$ cat src/rfs_cfg.svh
// constants for the rotate, fill and stop decode block
//   Function
//   - plain rotate right, old bit 0 to 7
//   - destination bit picks accumulator or file
//   - access bit picks access bank or bank
//   - indexed offset when access 0, extended, <=95
//   - one word, one cycle, four phases
//   - fill writes FFh to file, no flags
//   - fill write happens in last phase
//   - stop clears power-down flag
//   - stop sets timeout flag
//   - stop clears watchdog counter
//   - stop enters low-power state, oscillator halted
//   - stop phases: decode, nop, process, sleep
//   - watchdog wake clears timeout flag
`ifndef RFS_CFG_SVH
`define RFS_CFG_SVH
// opcode patterns in the upper byte; rotate masks the d and a bits, fill masks only the a bit
`define OPC_ROT_MASK 8'hFC
`define OPC_ROT_VAL 8'h40
`define OPC_FILL_MASK 8'hFE
`define OPC_FILL_VAL 8'h68
`define OPC_STOP_WORD 16'h0003
// field positions
`define BIT_DEST 9
`define BIT_ACC 8
`define ALL_ONES 8'hFF
`define ZERO_BYTE 8'h00
`define IDX_LIMIT 8'h5F
`define WDT_CLEAR 8'h00
`endif

$ cat src/rfs_pkg.sv
// types for the rotate, fill and stop decode block
package rfs_pkg;
   // phase of the instruction cycle, one-hot
   typedef enum logic [3:0] {
      PH_Q1 = 4'h1,
      PH_Q2 = 4'h2,
      PH_Q3 = 4'h4,
      PH_Q4 = 4'h8
   } phase_t;
   // decoded instruction kind
   typedef enum logic [1:0] {
      OP_NONE = 2'h0,
      OP_ROT = 2'h1,
      OP_FILL = 2'h2,
      OP_STOP = 2'h3
   } op_t;
endpackage

$ cat src/rfs_dec_if.sv
// decode results carried from the decoder to the executor
`timescale 1ns/1ns
`default_nettype none
interface rfs_dec_if;
   import rfs_pkg::*;
   op_t op;          // decoded kind
   logic dest_file;  // 1 writes file, 0 writes accumulator
   logic [7:0] addr; // file address field
   logic bank_sel;   // 1 uses bank register
   logic indexed;    // indexed literal offset mode
   modport dec (output op, dest_file, addr, bank_sel, indexed);
   modport exe (input op, dest_file, addr, bank_sel, indexed);
endinterface
`default_nettype wire

$ cat src/rfs_core.sv
// rotate, fill and stop execution with four-phase sequencing
`timescale 1ns/1ns
`default_nettype none
`include "rfs_cfg.svh"
module rfs_core
   import rfs_pkg::*;
(
   input wire logic ref_clk,
   input wire logic rst_n,
   input wire logic clk_en,
   input wire logic [15:0] instr,
   input wire logic ext_set_en,
   input wire logic [7:0] bank_select_reg,
   input wire logic [7:0] file_rd_data,
   input wire logic wdt_wake,
   input wire logic other_wake,
   output logic [11:0] file_addr,
   output logic file_indexed,
   output logic file_rd,
   output logic file_wr,
   output logic [7:0] file_wr_data,
   output logic acc_wr,
   output logic [7:0] acc_wr_data,
   output logic result_msb_flag,
   output logic result_null_flag,
   output logic power_down_flag,
   output logic timeout_flag,
   output logic wdt_clear,
   output logic [7:0] watchdog_counter,
   output logic sleeping,
   output logic osc_halt,
   output phase_t phase
);
   ////////////////////////////////////////////////////////////////
   rfs_dec_if dbus ();
   op_t op_q;             // instruction latched at Q1
   logic dest_q;          // latched destination
   logic [11:0] addr_q;   // latched full address
   logic idx_q;           // latched indexed mode
   logic [7:0] opnd;      // operand read at Q2
   logic [7:0] result;    // value formed at Q3
   // zero test on a byte
   function automatic logic is_zero(input logic [7:0] v);
      is_zero = (v == `ZERO_BYTE);
   endfunction
   rfs_decoder u_dec (
      .instr(instr),
      .ext_set_en(ext_set_en),
      .d(dbus)
   );
   ////////////////////////////////////////////////////////////////
   // phase ring, held while asleep
   always_ff @(posedge ref_clk or negedge rst_n) begin
      if (!rst_n) begin
         phase <= PH_Q1;
      end else if (clk_en && !sleeping) begin
         case (phase)
            PH_Q1: phase <= PH_Q2;
            PH_Q2: phase <= PH_Q3;
            PH_Q3: phase <= PH_Q4;
            default: phase <= PH_Q1;
         endcase
      end
   end
   // decode capture at Q1
   always_ff @(posedge ref_clk or negedge rst_n) begin
      if (!rst_n) begin
         op_q <= OP_NONE;
         dest_q <= 1'b0;
         addr_q <= 12'h000;
         idx_q <= 1'b0;
      end else if (clk_en && !sleeping && phase == PH_Q1) begin
         op_q <= dbus.op;
         dest_q <= dbus.dest_file;
         idx_q <= dbus.indexed;
         // access bank keeps bank 0, otherwise the bank register
         addr_q <= dbus.bank_sel ? {bank_select_reg[3:0], dbus.addr} : {4'h0, dbus.addr};
      end
   end
   assign file_addr = addr_q;
   assign file_indexed = idx_q;
   // read strobe in Q2 for file instructions; stop reads nothing
   assign file_rd = (phase == PH_Q2) && (op_q == OP_ROT || op_q == OP_FILL) && !sleeping;
   // operand and result registers
   always_ff @(posedge ref_clk or negedge rst_n) begin
      if (!rst_n) begin
         opnd <= `ZERO_BYTE;
         result <= `ZERO_BYTE;
      end else if (clk_en && !sleeping) begin
         if (phase == PH_Q2) begin
            opnd <= file_rd_data;
         end
         if (phase == PH_Q3) begin
            if (op_q == OP_FILL) begin
               result <= `ALL_ONES;
            end else begin
               result <= {opnd[0], opnd[7:1]};
            end
         end
      end
   end
   // Q4 writeback strobes, combinational
   assign file_wr = (phase == PH_Q4) && !sleeping &&
                    ((op_q == OP_FILL) || (op_q == OP_ROT && dest_q));
   assign acc_wr = (phase == PH_Q4) && !sleeping && (op_q == OP_ROT) && !dest_q;
   assign file_wr_data = result;
   assign acc_wr_data = result;
   // flags from rotate only
   always_ff @(posedge ref_clk or negedge rst_n) begin
      if (!rst_n) begin
         result_msb_flag <= 1'b0;
         result_null_flag <= 1'b0;
      end else if (clk_en && !sleeping && phase == PH_Q4 && op_q == OP_ROT) begin
         result_msb_flag <= result[7];
         result_null_flag <= is_zero(result);
      end
   end
   ////////////////////////////////////////////////////////////////
   // stop handling in Q3 and Q4, and wake
   always_ff @(posedge ref_clk or negedge rst_n) begin
      if (!rst_n) begin
         power_down_flag <= 1'b1;
         timeout_flag <= 1'b1;
         sleeping <= 1'b0;
      end else if (clk_en) begin
         if (sleeping && (wdt_wake || other_wake)) begin
            sleeping <= 1'b0;
            if (wdt_wake) begin
               timeout_flag <= 1'b0;
            end
         end else if (!sleeping && op_q == OP_STOP && phase == PH_Q3) begin
            power_down_flag <= 1'b0;
            timeout_flag <= 1'b1;
         end else if (!sleeping && op_q == OP_STOP && phase == PH_Q4) begin
            sleeping <= 1'b1;
         end
      end
   end
   assign osc_halt = sleeping;
   assign wdt_clear = !sleeping && (op_q == OP_STOP) && (phase == PH_Q3);
   // local watchdog count, cleared by stop
   always_ff @(posedge ref_clk or negedge rst_n) begin
      if (!rst_n) begin
         watchdog_counter <= `WDT_CLEAR;
      end else if (clk_en) begin
         if (wdt_clear) begin
            watchdog_counter <= `WDT_CLEAR;
         end else begin
            watchdog_counter <= 8'(watchdog_counter + 8'h01); // carry out dropped on wrap
         end
      end
   end
endmodule
`default_nettype wire

$ cat src/rfs_decoder.sv
// combinational opcode decoder
`timescale 1ns/1ns
`default_nettype none
`include "rfs_cfg.svh"
module rfs_decoder
   import rfs_pkg::*;
(
   input wire logic [15:0] instr,
   input wire logic ext_set_en,
   rfs_dec_if.dec d
);
   // exact upper-byte match against a masked pattern
   function automatic logic opc_match(input logic [7:0] hi, input logic [7:0] msk, input logic [7:0] val);
      opc_match = ((hi & msk) == val);
   endfunction
   // classify the word
   always_comb begin
      if (instr == `OPC_STOP_WORD) begin
         d.op = OP_STOP;
      end else if (opc_match(instr[15:8], `OPC_ROT_MASK, `OPC_ROT_VAL)) begin
         d.op = OP_ROT;
      end else if (opc_match(instr[15:8], `OPC_FILL_MASK, `OPC_FILL_VAL)) begin
         d.op = OP_FILL;
      end else begin
         d.op = OP_NONE;
      end
   end
   // fill always targets the file register
   assign d.dest_file = (d.op == OP_FILL) ? 1'b1 : instr[`BIT_DEST];
   assign d.addr = instr[7:0];
   assign d.bank_sel = instr[`BIT_ACC];
   assign d.indexed = !instr[`BIT_ACC] && ext_set_en && (instr[7:0] <= `IDX_LIMIT);
endmodule
`default_nettype wire

$ cat config.mk
export PLATFORM = sky130hd
export DESIGN_NAME = rfs_core
export DESIGN_NICKNAME = d
export VERILOG_FILES = /design/src/rfs_pkg.sv /design/src/rfs_dec_if.sv /design/src/rfs_core.sv /design/src/rfs_decoder.sv
export VERILOG_INCLUDE_DIRS = /design/src
export SDC_FILE = /design/constraint.sdc
export NUM_CORES = 1
export LEC_CHECK = 0
export CORE_ASPECT_RATIO = 0.75
export CORE_UTILIZATION = 60
export DETAILED_ROUTE_END_ITERATION = 10
export DONT_BUFFER_PORTS = 1
export GPL_TIMING_DRIVEN = 0
export PLACE_DENSITY_LB_ADDON = 0.15
export RECOVER_POWER = 100
export SETUP_SLACK_MARGIN = 0.2
export SYNTH_ARGS = -nofsm -noshare
export SYNTH_HDL_FRONTEND = slang
export SYNTH_SLANG_ARGS = --single-unit
$ cat constraint.sdc
create_clock -name ref_clk -period 5.5 [get_ports ref_clk]
set_clock_uncertainty 0.15 [all_clocks]
set_input_delay 0.275 -clock ref_clk [delete_from_list [all_inputs] [get_ports ref_clk]]
set_output_delay 0.275 -clock ref_clk [all_outputs]
set_load 0.005 [all_outputs]
Word-level counts from Yosys, hierarchy flattened

Cells that the tools add are included.

$add $sub $neg: 1
Order comparisons: 1
Eq/ne operators: 13
Multiplexer cells: 14
Bitwise logic cells: 1
Reduce and logical (&&, ||, !) cells: 31

Operator list:

| cell                  | number |
|---|---|
| $logic_and A1 B1 Y1   | 17 |
| $eq A16 B2 Y1 const B | 1 |
| $mux W8               | 2 |
| $mux W12              | 1 |
| $pmux W4 S3           | 1 |
| $reduce_and A3 Y1     | 3 |
| $add A8 B1 Y8 const B | 1 |
| $le A8 B7 Y1 const B  | 1 |
| $logic_not A8 Y1      | 1 |
| $eq A7 B6 Y1 const B  | 1 |
| $mux W1               | 7 |
| $eq A2 B2 Y1 const B  | 3 |
| $eq A6 B5 Y1 const B  | 1 |
| $mux W2               | 3 |
| $eq A4 B1 Y1 const B  | 1 |
| $eq A4 B2 Y1 const B  | 1 |
| $eq A4 B3 Y1 const B  | 1 |
| $eq A4 B4 Y1 const B  | 1 |
| $reduce_and A2 Y1     | 2 |
| $reduce_bool A2 Y1    | 2 |
| $logic_not A1 Y1      | 3 |
| $logic_or A1 B1 Y1    | 3 |
| $eq A2 B1 Y1 const B  | 1 |
| $ne A2 B1 Y1 const B  | 1 |
| 2 further kinds       | 2 |

Bits in registers: 49
Bits of input ports: 38
Output and inout port bits: 51

Depth between registers and ports, before layout

Gate-level depths: netlist of the first run.

Word-level depth: 6
Gate-level depth with buffers: 5
Mapped depth without buffers: 4

Cells and area by module

A second synthesis of the first run with hierarchy kept.

Cells, all modules: 217
Area, all modules: 2,396.0 sq um

By module, submodules not included:

| module      | instances | cells an instance | area each (sq um) |
|---|---|---|---|
| rfs_core    | 1         | 194               | 2,222.1 |
| rfs_decoder | 1         | 23                | 173.9 |

Least setup slack after synthesis of the first run

No wires, ideal clock.

Kind: register to output
Start point: reg sleeping, in the netlist osc_halt
End point: out wdt_clear
Arrival time: 1,422 ps
Required time: 5,075 ps
Path slack: 3,653 ps
Stages on the path, launching flop included: 4
Buffers on the path: 1
Path through: dfrtp_1 -> or4_4 -> buf_2 -> nor3_1

Longest elaborated chain between the ends: 3

Ends and longest elaborated chain:

| element                           | RTL line        | text |
|---|---|---|
| from (decl)                       | rfs_core.sv:30  | `output logic sleeping,` |
| from (signal assigned)            | rfs_core.sv:124 | `sleeping <= 1'b0;` |
| from (signal assigned)            | rfs_core.sv:127 | `sleeping <= 1'b0;` |
| from (signal assigned)            | rfs_core.sv:135 | `sleeping <= 1'b1;` |
| $logic_not A1 Y1                  | rfs_core.sv:140 | `assign wdt_clear = !sleeping && (op_q == OP_STOP) && (phase == PH_Q3);` |
| $logic_and A1 B1 Y1 (2 in series) | rfs_core.sv:140 |  |
| to (decl)                         | rfs_core.sv:28  | `output logic wdt_clear,` |

No other way between the ends.

==> key figures, run 1 <==
Power
  • Share of total power in the clock network: 19.5%
  • Worst vdd ir: 0.3325 mV
  • Switch Pwr: 479.6 uW
  • Sequential fraction of design power: 49.9%
  • Internal: 864.5 uW
  • Leak: 1.165 nW
  • Combinational Power Share: 30.5%
  • Switching share of power: 35.68%
  • Power Dens Cells: 491.4 mW/mm^2

Cells and area
  • Layout cells sized above 1: 12.85%
  • Nets: 290
  • Number of diodes: 0
  • Final core utilization: 73.75%
  • Fill cell count: 282
  • Synth-to-Final Area Change: 16.46%
  • Commonest non-fill, non-tap cell in the layout: dfrtp_1
  • Most frequent cells in the layout: dfrtp_1, dlygate4sd3_1, mux2_2, o21ai_0

Routing
  • Wire per inst: 17.40 um
  • DR iter-0 viols: 131
  • Drc violations: 0
  • Metal3 WL: 426 um
  • Top Metal Used: met4
  • Post-route ant nets: 0
  • Vias: 1770
  • Routed vias/inst: 5.880
  • Metal1 wirelength: 2256 um
  • Final wirelength: 5236 um
  • TritonRoute pass-1 iters: 4
  • Met2 wire length: 2517 um

Critical path
  • WS Path Type: input port to asynchronous set/reset pin
  • Family with the most delay on the worst path: buffers and inverters
  • CP peak stage delay: 1.80 ns
  • Worst path required time: 5.23 ns
  • Critical Path, Cell by Cell: dlygate4sd3_1, clkbuf_1
  • Crit path buf inv count: 2
  • Worst Path Arrival: 2.63 ns
  • Worst-path fanout max: 49
  • Nature of the critical path startpoint: input port
  • Crit path from: rst_n
  • Critical path capture point type: asynchronous set/reset pin
  • Critical-path top delay cell: clkbuf_1
  • Worst R2R Start: osc_halt

Min path
  • Worst min path class: input port to flop
  • Hold_sp: instr[12]

Synth
  • Yosys top cell area share: 49.01%
  • Dominant cell type by area after synthesis: dfrtp_1
  • Compound-Gate Fraction of Synth Area: 10.87%
  • Synth area leaders: dfrtp_1, mux2_2, o31ai_1, dfstp_2, buf_4
  • Synth Instances: 217
  • Ys async rst share: 100.0%
  • Mapped Nets: 259
  • Synth Flop Type: dfrtp_1
  • Synthesized area per cell: 10.82 um^2
  • EDFF count, synth: 0
  • Synthesized cell area: 0.002349 mm^2
  • Multiplexer share of the synthesized area: 10.71%
  • Total of warnings raised by yosys: 0
  • Unique masters post-synth: 41
  • XOR/XNOR share of the synthesized area: 1.119%
  • Main combinational cell family by area after synthesis: simple AND/OR/NAND/NOR gates
  • Sequential-to-total area share from yosys stat: 52.37%
  • Synth Area in Simple Gates: 15.98%
  • Synth Register Bits: 49
  • Synth Area in Adders: 2.131%

STA
  • Rel. slew slack: -68.01%
  • RSZ-0062 raised after global routing: false
  • Fin crit period: 2.902 ns
  • Worst slew pin tran: 2.520 ns
  • Final setup fails: 0
  • Fmax: 344.6 MHz
  • Final Hold Fails: 0
  • Setup_tns: 0 ns
  • Final Max Slew Viols: 50
  • Ratio of final minimum period to clock period: 52.76%

Global route
  • GRT Residual Overflow: 0
  • Gr usage total: 26.67%
  • Vias in the first global route: 1745
  • Initial antenna violation count: 0
  • Largest net degree at the start of global routing: 50
  • First-pass GRT wire length: 8155 um

Placement
  • Count of input and output buffers: 0
  • Hpwl dp: 3554 um
  • GP Congestion: 0.8006

Clock tree
  • CTS Sinks: 49
  • Clock-pin slew on the worst setup and hold paths: 0.09 ns
  • H-tree Lvls: 2
  • Post-CTS setup buffer count: 0
  • Maximum clock path buffer count: 2
  • Total CTS buffers: 5
  • CTS tree: built
  • Clk root buf: clkbuf_8
  • Skew-Pair Late Insertion Delay: 0.30 ns

Floorplanning
  • Die area: 0.004171 mm^2
  • Initial Util: 63.33%
  • Die W: 74.24 um
  • # rows: 19
  • IO Count: 89
  • Core area: 0.003709 mm^2
  • Chip height: 56.18 um

Run status
  • Violated checks: capacitance limit, slew limit
  • Status: finished with violations

Job
  • Max Cap Violations: 1
[final timing paths]
| check | end | slack [ns] | cells after the start |
|---|---|---|---|
| max reg2reg | watchdog_counter[2] | 2.95 | 3 |
| min reg2reg | opnd[3] | 0.36 | 1 |
| min in group asynchronous | watchdog_counter[5] | 1.18 | 2 |
| max in group ref_clk | watchdog_counter[2] | 2.95 | 3 |
| max | opnd[2] | 2.60 | 2 |
| min | op_q[1] | 0.02 | 2 |
[routing by layer]
layer | up-vias | track usage (%)
li1 | 834 | -
met1 | 856 | 35.82
met2 | 76 | 41.56
met3 | 4 | 10.14
met4 | 0 | 5.391
met5 | - | 0
[kinds of logic after synthesis]
kind of cell	Yosys count
compound gates	41
xor+xnor	3
fa+ha+maj	4
buf+inv	31
flops	49
mux	23
simple gates	66
[stage by stage]
step / hold slack, ns / power, mW / cell area, um^2 / setup slack [ns] / std cells
detailed placement: -0.1694 / 1.094 / 2414 / 3.434 / 269
floorplan: -0.1706 / 0.9839 / 2349 / 3.653 / 217
CTS: 0.005521 / 1.382 / 2791 / 3.099 / 301
finish: 0.01616 / 1.344 / 2735 / 2.598 / 301
global placement: -0.1692 / 1.066 / 2414 / 3.445 / 269
global route: 0.01779 / 1.441 / 2735 / 2.130 / 301
[flip-flops by register name, summed over array words and instances (netlist names)]
signal and flops:
acc_wr_data 8, dest_q 1, file_addr 12, file_indexed 1, op_q 2, opnd 8
osc_halt 1, phase 4, power_down_flag 1, result_msb_flag 1, result_null_flag 1, timeout_flag 1
watchdog_counter 8
[cells in the mapped netlist (2+ instances only)]
cell and n:
a21oi_1 7, and2_1 2, buf_1 2, buf_2 2, buf_4 9, clkbuf_1 3, dfrtp_1 46, dfstp_2 3
ha_1 4, inv_1 14, mux2_2 17, mux2i_1 6, nand2_1 14, nand3_1 4, nand4_1 8, nor2_1 14
nor2b_1 3, nor4_1 7, nor4bb_1 2, o21ai_0 7, o21ai_1 8, o31ai_1 11, or3_1 4, xor2_1 3
[timing repair]
action	4_1_cts	5_1_grt
resized for setup	0	0
endpoints found under the hold margin	70	0
hold buffers	24	0
setup endpoints to repair	0	0
[power groups by stage]
stage          Clock [mW]  Sequential, mW  Combinational (mW)
6_report            0.262           0.671               0.411
5_1_grt             0.282           0.698               0.461
4_1_cts             0.268           0.676               0.438
3_5_place_dp            0           0.681               0.413
3_3_place_gp            0           0.673               0.393
2_1_floorplan           0           0.637               0.347
[worst reg2reg max path, stage by stage (launching register included)]
cell and delay [ns]:
dfrtp_1 0.52, or4_1 0.63, nor4_1 0.96, nor2_1 0.13
[cell type report]
| class | instances | area (um^2) | share of cell area (%) |
|---|---|---|---|
| Tap cell | 52 | 65.06 | 2.379 |
| Sequential cell | 49 | 1230 | 44.97 |
| Buffer | 17 | 93.84 | 3.431 |
| Clock inverter | 2 | 37.54 | 1.372 |
| Multi-Input combinational cell | 137 | 939.7 | 34.36 |
| Clock buffer | 6 | 82.58 | 3.019 |
| Timing Repair Buffer | 24 | 234.0 | 8.554 |
| Inverter | 14 | 52.55 | 1.921 |
No activity file was read; power rests on OpenSTA's default activity.
==> run 2: changes to the inputs <==
--- a/config.mk
+++ b/config.mk
@@ -7,7 +7,7 @@
 export NUM_CORES = 1
 export LEC_CHECK = 0
 export CORE_ASPECT_RATIO = 0.75
-export CORE_UTILIZATION = 60
+export CORE_UTILIZATION = 56
 export DETAILED_ROUTE_END_ITERATION = 10
 export DONT_BUFFER_PORTS = 1
 export GPL_TIMING_DRIVEN = 0
==> constraint.sdc (replaced) <==
create_clock -name ref_clk -period 2.3 [get_ports ref_clk]
set_clock_uncertainty 0.15 [all_clocks]
set_input_delay 0.115 -clock ref_clk [delete_from_list [all_inputs] [get_ports ref_clk]]
set_output_delay 0.115 -clock ref_clk [all_outputs]
set_load 0.005 [all_outputs]
==> run 2 against run 1 <==
  * The flow now finishes without violations
  * Cell count grew 4.7%
  * Critical path depth grew 1
  * First-iteration DRC count is the same
  * Non-clock buffer count grew 14
  * Worst setup slack lost 2.4 ns
  * Sequential share of layout area shrank 2.2 points
  * Wire length grew 10%
  * Clock power grew 100%
  * Sequential power grew 140%
  * Via count grew 6.2%
  * Largest cell class unchanged
  * Largest power group unchanged
  * Highest routed layer unchanged
==> key figures, run 2 (same netlist as run 1, synthesis figures left out) <==
Placement
  • Count of input and output buffers: 0 (unchanged)
  • GP Congestion: 0.8432 (+5.3%)
  • Dpl cell area: 0.002414 mm^2 (unchanged)
  • Hpwl dp: 3802 um (+7.0%)

Critical path
  • Critical path capture point type: flop
  • Worst Path Arrival: 2.09 ns (-0.54 ns)
  • Worst path required time: 2.32 ns (-2.91 ns)
  • Worst R2R Start: osc_halt
  • Worst-path fanout max: 8 (-84%)
  • Critical Path, Cell by Cell: or4_4, nor4_2, nor2_1
  • R2R depth: 3 (unchanged)
  • Nature of the critical path startpoint: flop
  • Worst R2R Setup Slack: 0.22 ns (-2.73 ns)
  • Critical-path top delay cell: or4_4
  • CP peak stage delay: 0.60 ns (-1.20 ns)
  • R2r endpoint: watchdog_counter[2]
  • WS Path Type: flop to flop

Routing
  • Routed vias/inst: 5.968 (+1.5%)
  • DR iter-0 viols: 131 (unchanged)
  • Drc violations: 0 (unchanged)
  • Post-route ant nets: 0 (unchanged)
  • Metal3 WL: 382 um (-10%)
  • Vias: 1880 (+6.2%)
  • Metal1 wirelength: 2385 um (+5.7%)
  • Final wirelength: 5764 um (+10%)
  • Top Metal Used: met4
  • Met2 wire length: 2912 um (+16%)
  • TritonRoute pass-1 iters: 4 (unchanged)
  • Wire per inst: 18.30 um (+5.2%)

Floorplanning
  • Initial Util: 61.36% (-2.0 points)
  • Die W: 76.78 um (+3.4%)
  • IO Count: 89 (unchanged)
  • Die area: 0.004459 mm^2 (+6.9%)
  • Core area: 0.003827 mm^2 (+3.2%)
  • # rows: 19 (unchanged)
  • Chip height: 58.09 um (+3.4%)

Clock tree
  • Skew-Pair Late Insertion Delay: 0.30 ns (about the same)
  • Clk root buf: clkbuf_8
  • H-tree Lvls: 2 (unchanged)
  • Maximum clock path buffer count: 2 (unchanged)
  • Clock-pin slew on the worst setup and hold paths: 0.09 ns (about the same)
  • CTS Sinks: 49 (unchanged)
  • Total CTS buffers: 5 (unchanged)
  • CTS tree: built

STA
  • Worst slew pin tran: 1.165 ns (-1.355 ns)
  • Fmax: 481.1 MHz
  • Final Hold Fails: 0 (unchanged)
  • Setup_tns: 0 ns (unchanged)
  • Fin crit period: 2.078 ns
  • RSZ-0062 raised after global routing: false
  • Ratio of final minimum period to clock period: 90.37%
  • Rel. slew slack: 22.34% (+90 points)
  • Final Max Slew Viols: 0 (-100%)
  • Final setup fails: 0 (unchanged)

Job
  • Max Cap Violations: 0 (-1)

Power
  • Switching share of power: 37.59% (+1.9 points)
  • Switch Pwr: 1.212 mW (+150%)
  • Worst vdd ir: 0.7454 mV (+120%)
  • Leak: 1.237 nW (+6.1%)
  • Internal: 2.012 mW (+130%)
  • Combinational Power Share: 33.2% (+2.7 points)
  • Share of total power in the clock network: 16.3% (-3.2 points)
  • Sequential fraction of design power: 50.5% (+0.6 points)
  • Power Dens Cells: 1121 mW/mm^2 (+130%)

Cells and area
  • Synth-to-Final Area Change: 22.43%
  • Most frequent cells in the layout: dfrtp_1, dlygate4sd3_1, mux2_2, o21ai_0
  • Fill cell count: 263 (-6.7%)
  • Number of flip-flops in the largest register: 12 (unchanged)
  • Nets: 304 (+4.8%)
  • Commonest non-fill, non-tap cell in the layout: dfrtp_1
  • Final non-filler cell area: 0.002875 mm^2 (+5.1%)
  • Layout cells sized above 1: 14.83% (+2.0 points)
  • Number of diodes: 0 (unchanged)

Min path
  • Hold_sp: clk_en
  • Worst min path class: input port to flop
  • Hold endpoint: watchdog_counter[1]
  • Hold depth: 3 (+1)

Run status
  • Status: finished, final reports clean

Global route
  • GRT Residual Overflow: 0 (unchanged)
  • First-pass GRT wire length: 9315 um (+14%)
  • Initial antenna violation count: 0 (unchanged)
  • Vias in the first global route: 1927 (+10%)
  • Gr usage total: 27.89% (+1.2 points)
  • Largest net degree at the start of global routing: 50 (unchanged)
==> run 2: worst max-delay path by stage <==
stage,from,endpoint,slack [ns],cells past startpoint
after floorplan,osc_halt,acc_wr_data[7],0.48,4
after global routing,osc_halt,acc_wr_data[1],0.14,4
after detailed placement,osc_halt,watchdog_counter[1],0.22,4
after CTS,phase[1],wdt_clear,0.21,3
final,osc_halt,watchdog_counter[2],0.22,3
after global placement,osc_halt,watchdog_counter[1],0.28,4
==> run 2: timing repair <==
| item | 4_1_cts | 5_1_grt |
|---|---|---|
| gates resized for setup | 2 | 7 |
| pin swaps | 0 | 1 |
| buffers inserted | 0 | 1 |
| hold buffers | 37 | 0 |
| endpoints found under the setup margin | 1 | 1 |
| hold endpoints to repair | 83 | 0 |
==> run 2: layout make-up <==
cell class              count  area [um^2]  area share, %
inverters                  14        52.55          1.828
clock buffers               8        90.09          3.133
repair buffers             38        369.1          12.84
flip-flops and latches     49         1230          42.78
plain buffers              17        107.6          3.742
well taps                  52        65.06          2.263
multi-input cells         137        960.9          33.42
==> run 2: critical path: cells and delay by family, from the launching register on <==
kind / cells / cell delay [ns]
DFF: 1 / 0.50
and+or+nand+nor: 3 / 1.28
==> run 2: per-layer routing <==
layer  track usage, %  vias up
li1                 -      866
met1            34.27      932
met2            47.83       73
met3            7.087        9
met4            11.26        0
met5                0        -
==> run 2: per-stage QoR <==
| step | utilization, % | power (mW) | hold slack [ns] | worst slack (ns) | std cells |
|---|---|---|---|---|---|
| after floorplan | - | 2.353 | -0.3306 | 0.4786 | 217 |
| after global placement | 63.06 | 2.553 | -0.3294 | 0.2822 | 269 |
| after detailed placement | 63.06 | 2.642 | -0.3295 | 0.2240 | 269 |
| after CTS | 75.71 | 3.232 | 0.06204 | 0.2095 | 314 |
| after global routing | 75.12 | 3.439 | 0.1084 | 0.1385 | 315 |
| final | 75.12 | 3.224 | 0.07861 | 0.2216 | 315 |
==> run 2: power by group through the flow <==
stage	logic, mW	clock network, mW	registers (mW)
final	1.07	0.525	1.63
after detailed placement	0.994	0	1.65
after CTS	1.07	0.527	1.63
after global placement	0.940	0	1.61
after floorplan	0.830	0	1.52
after global routing	1.19	0.568	1.68
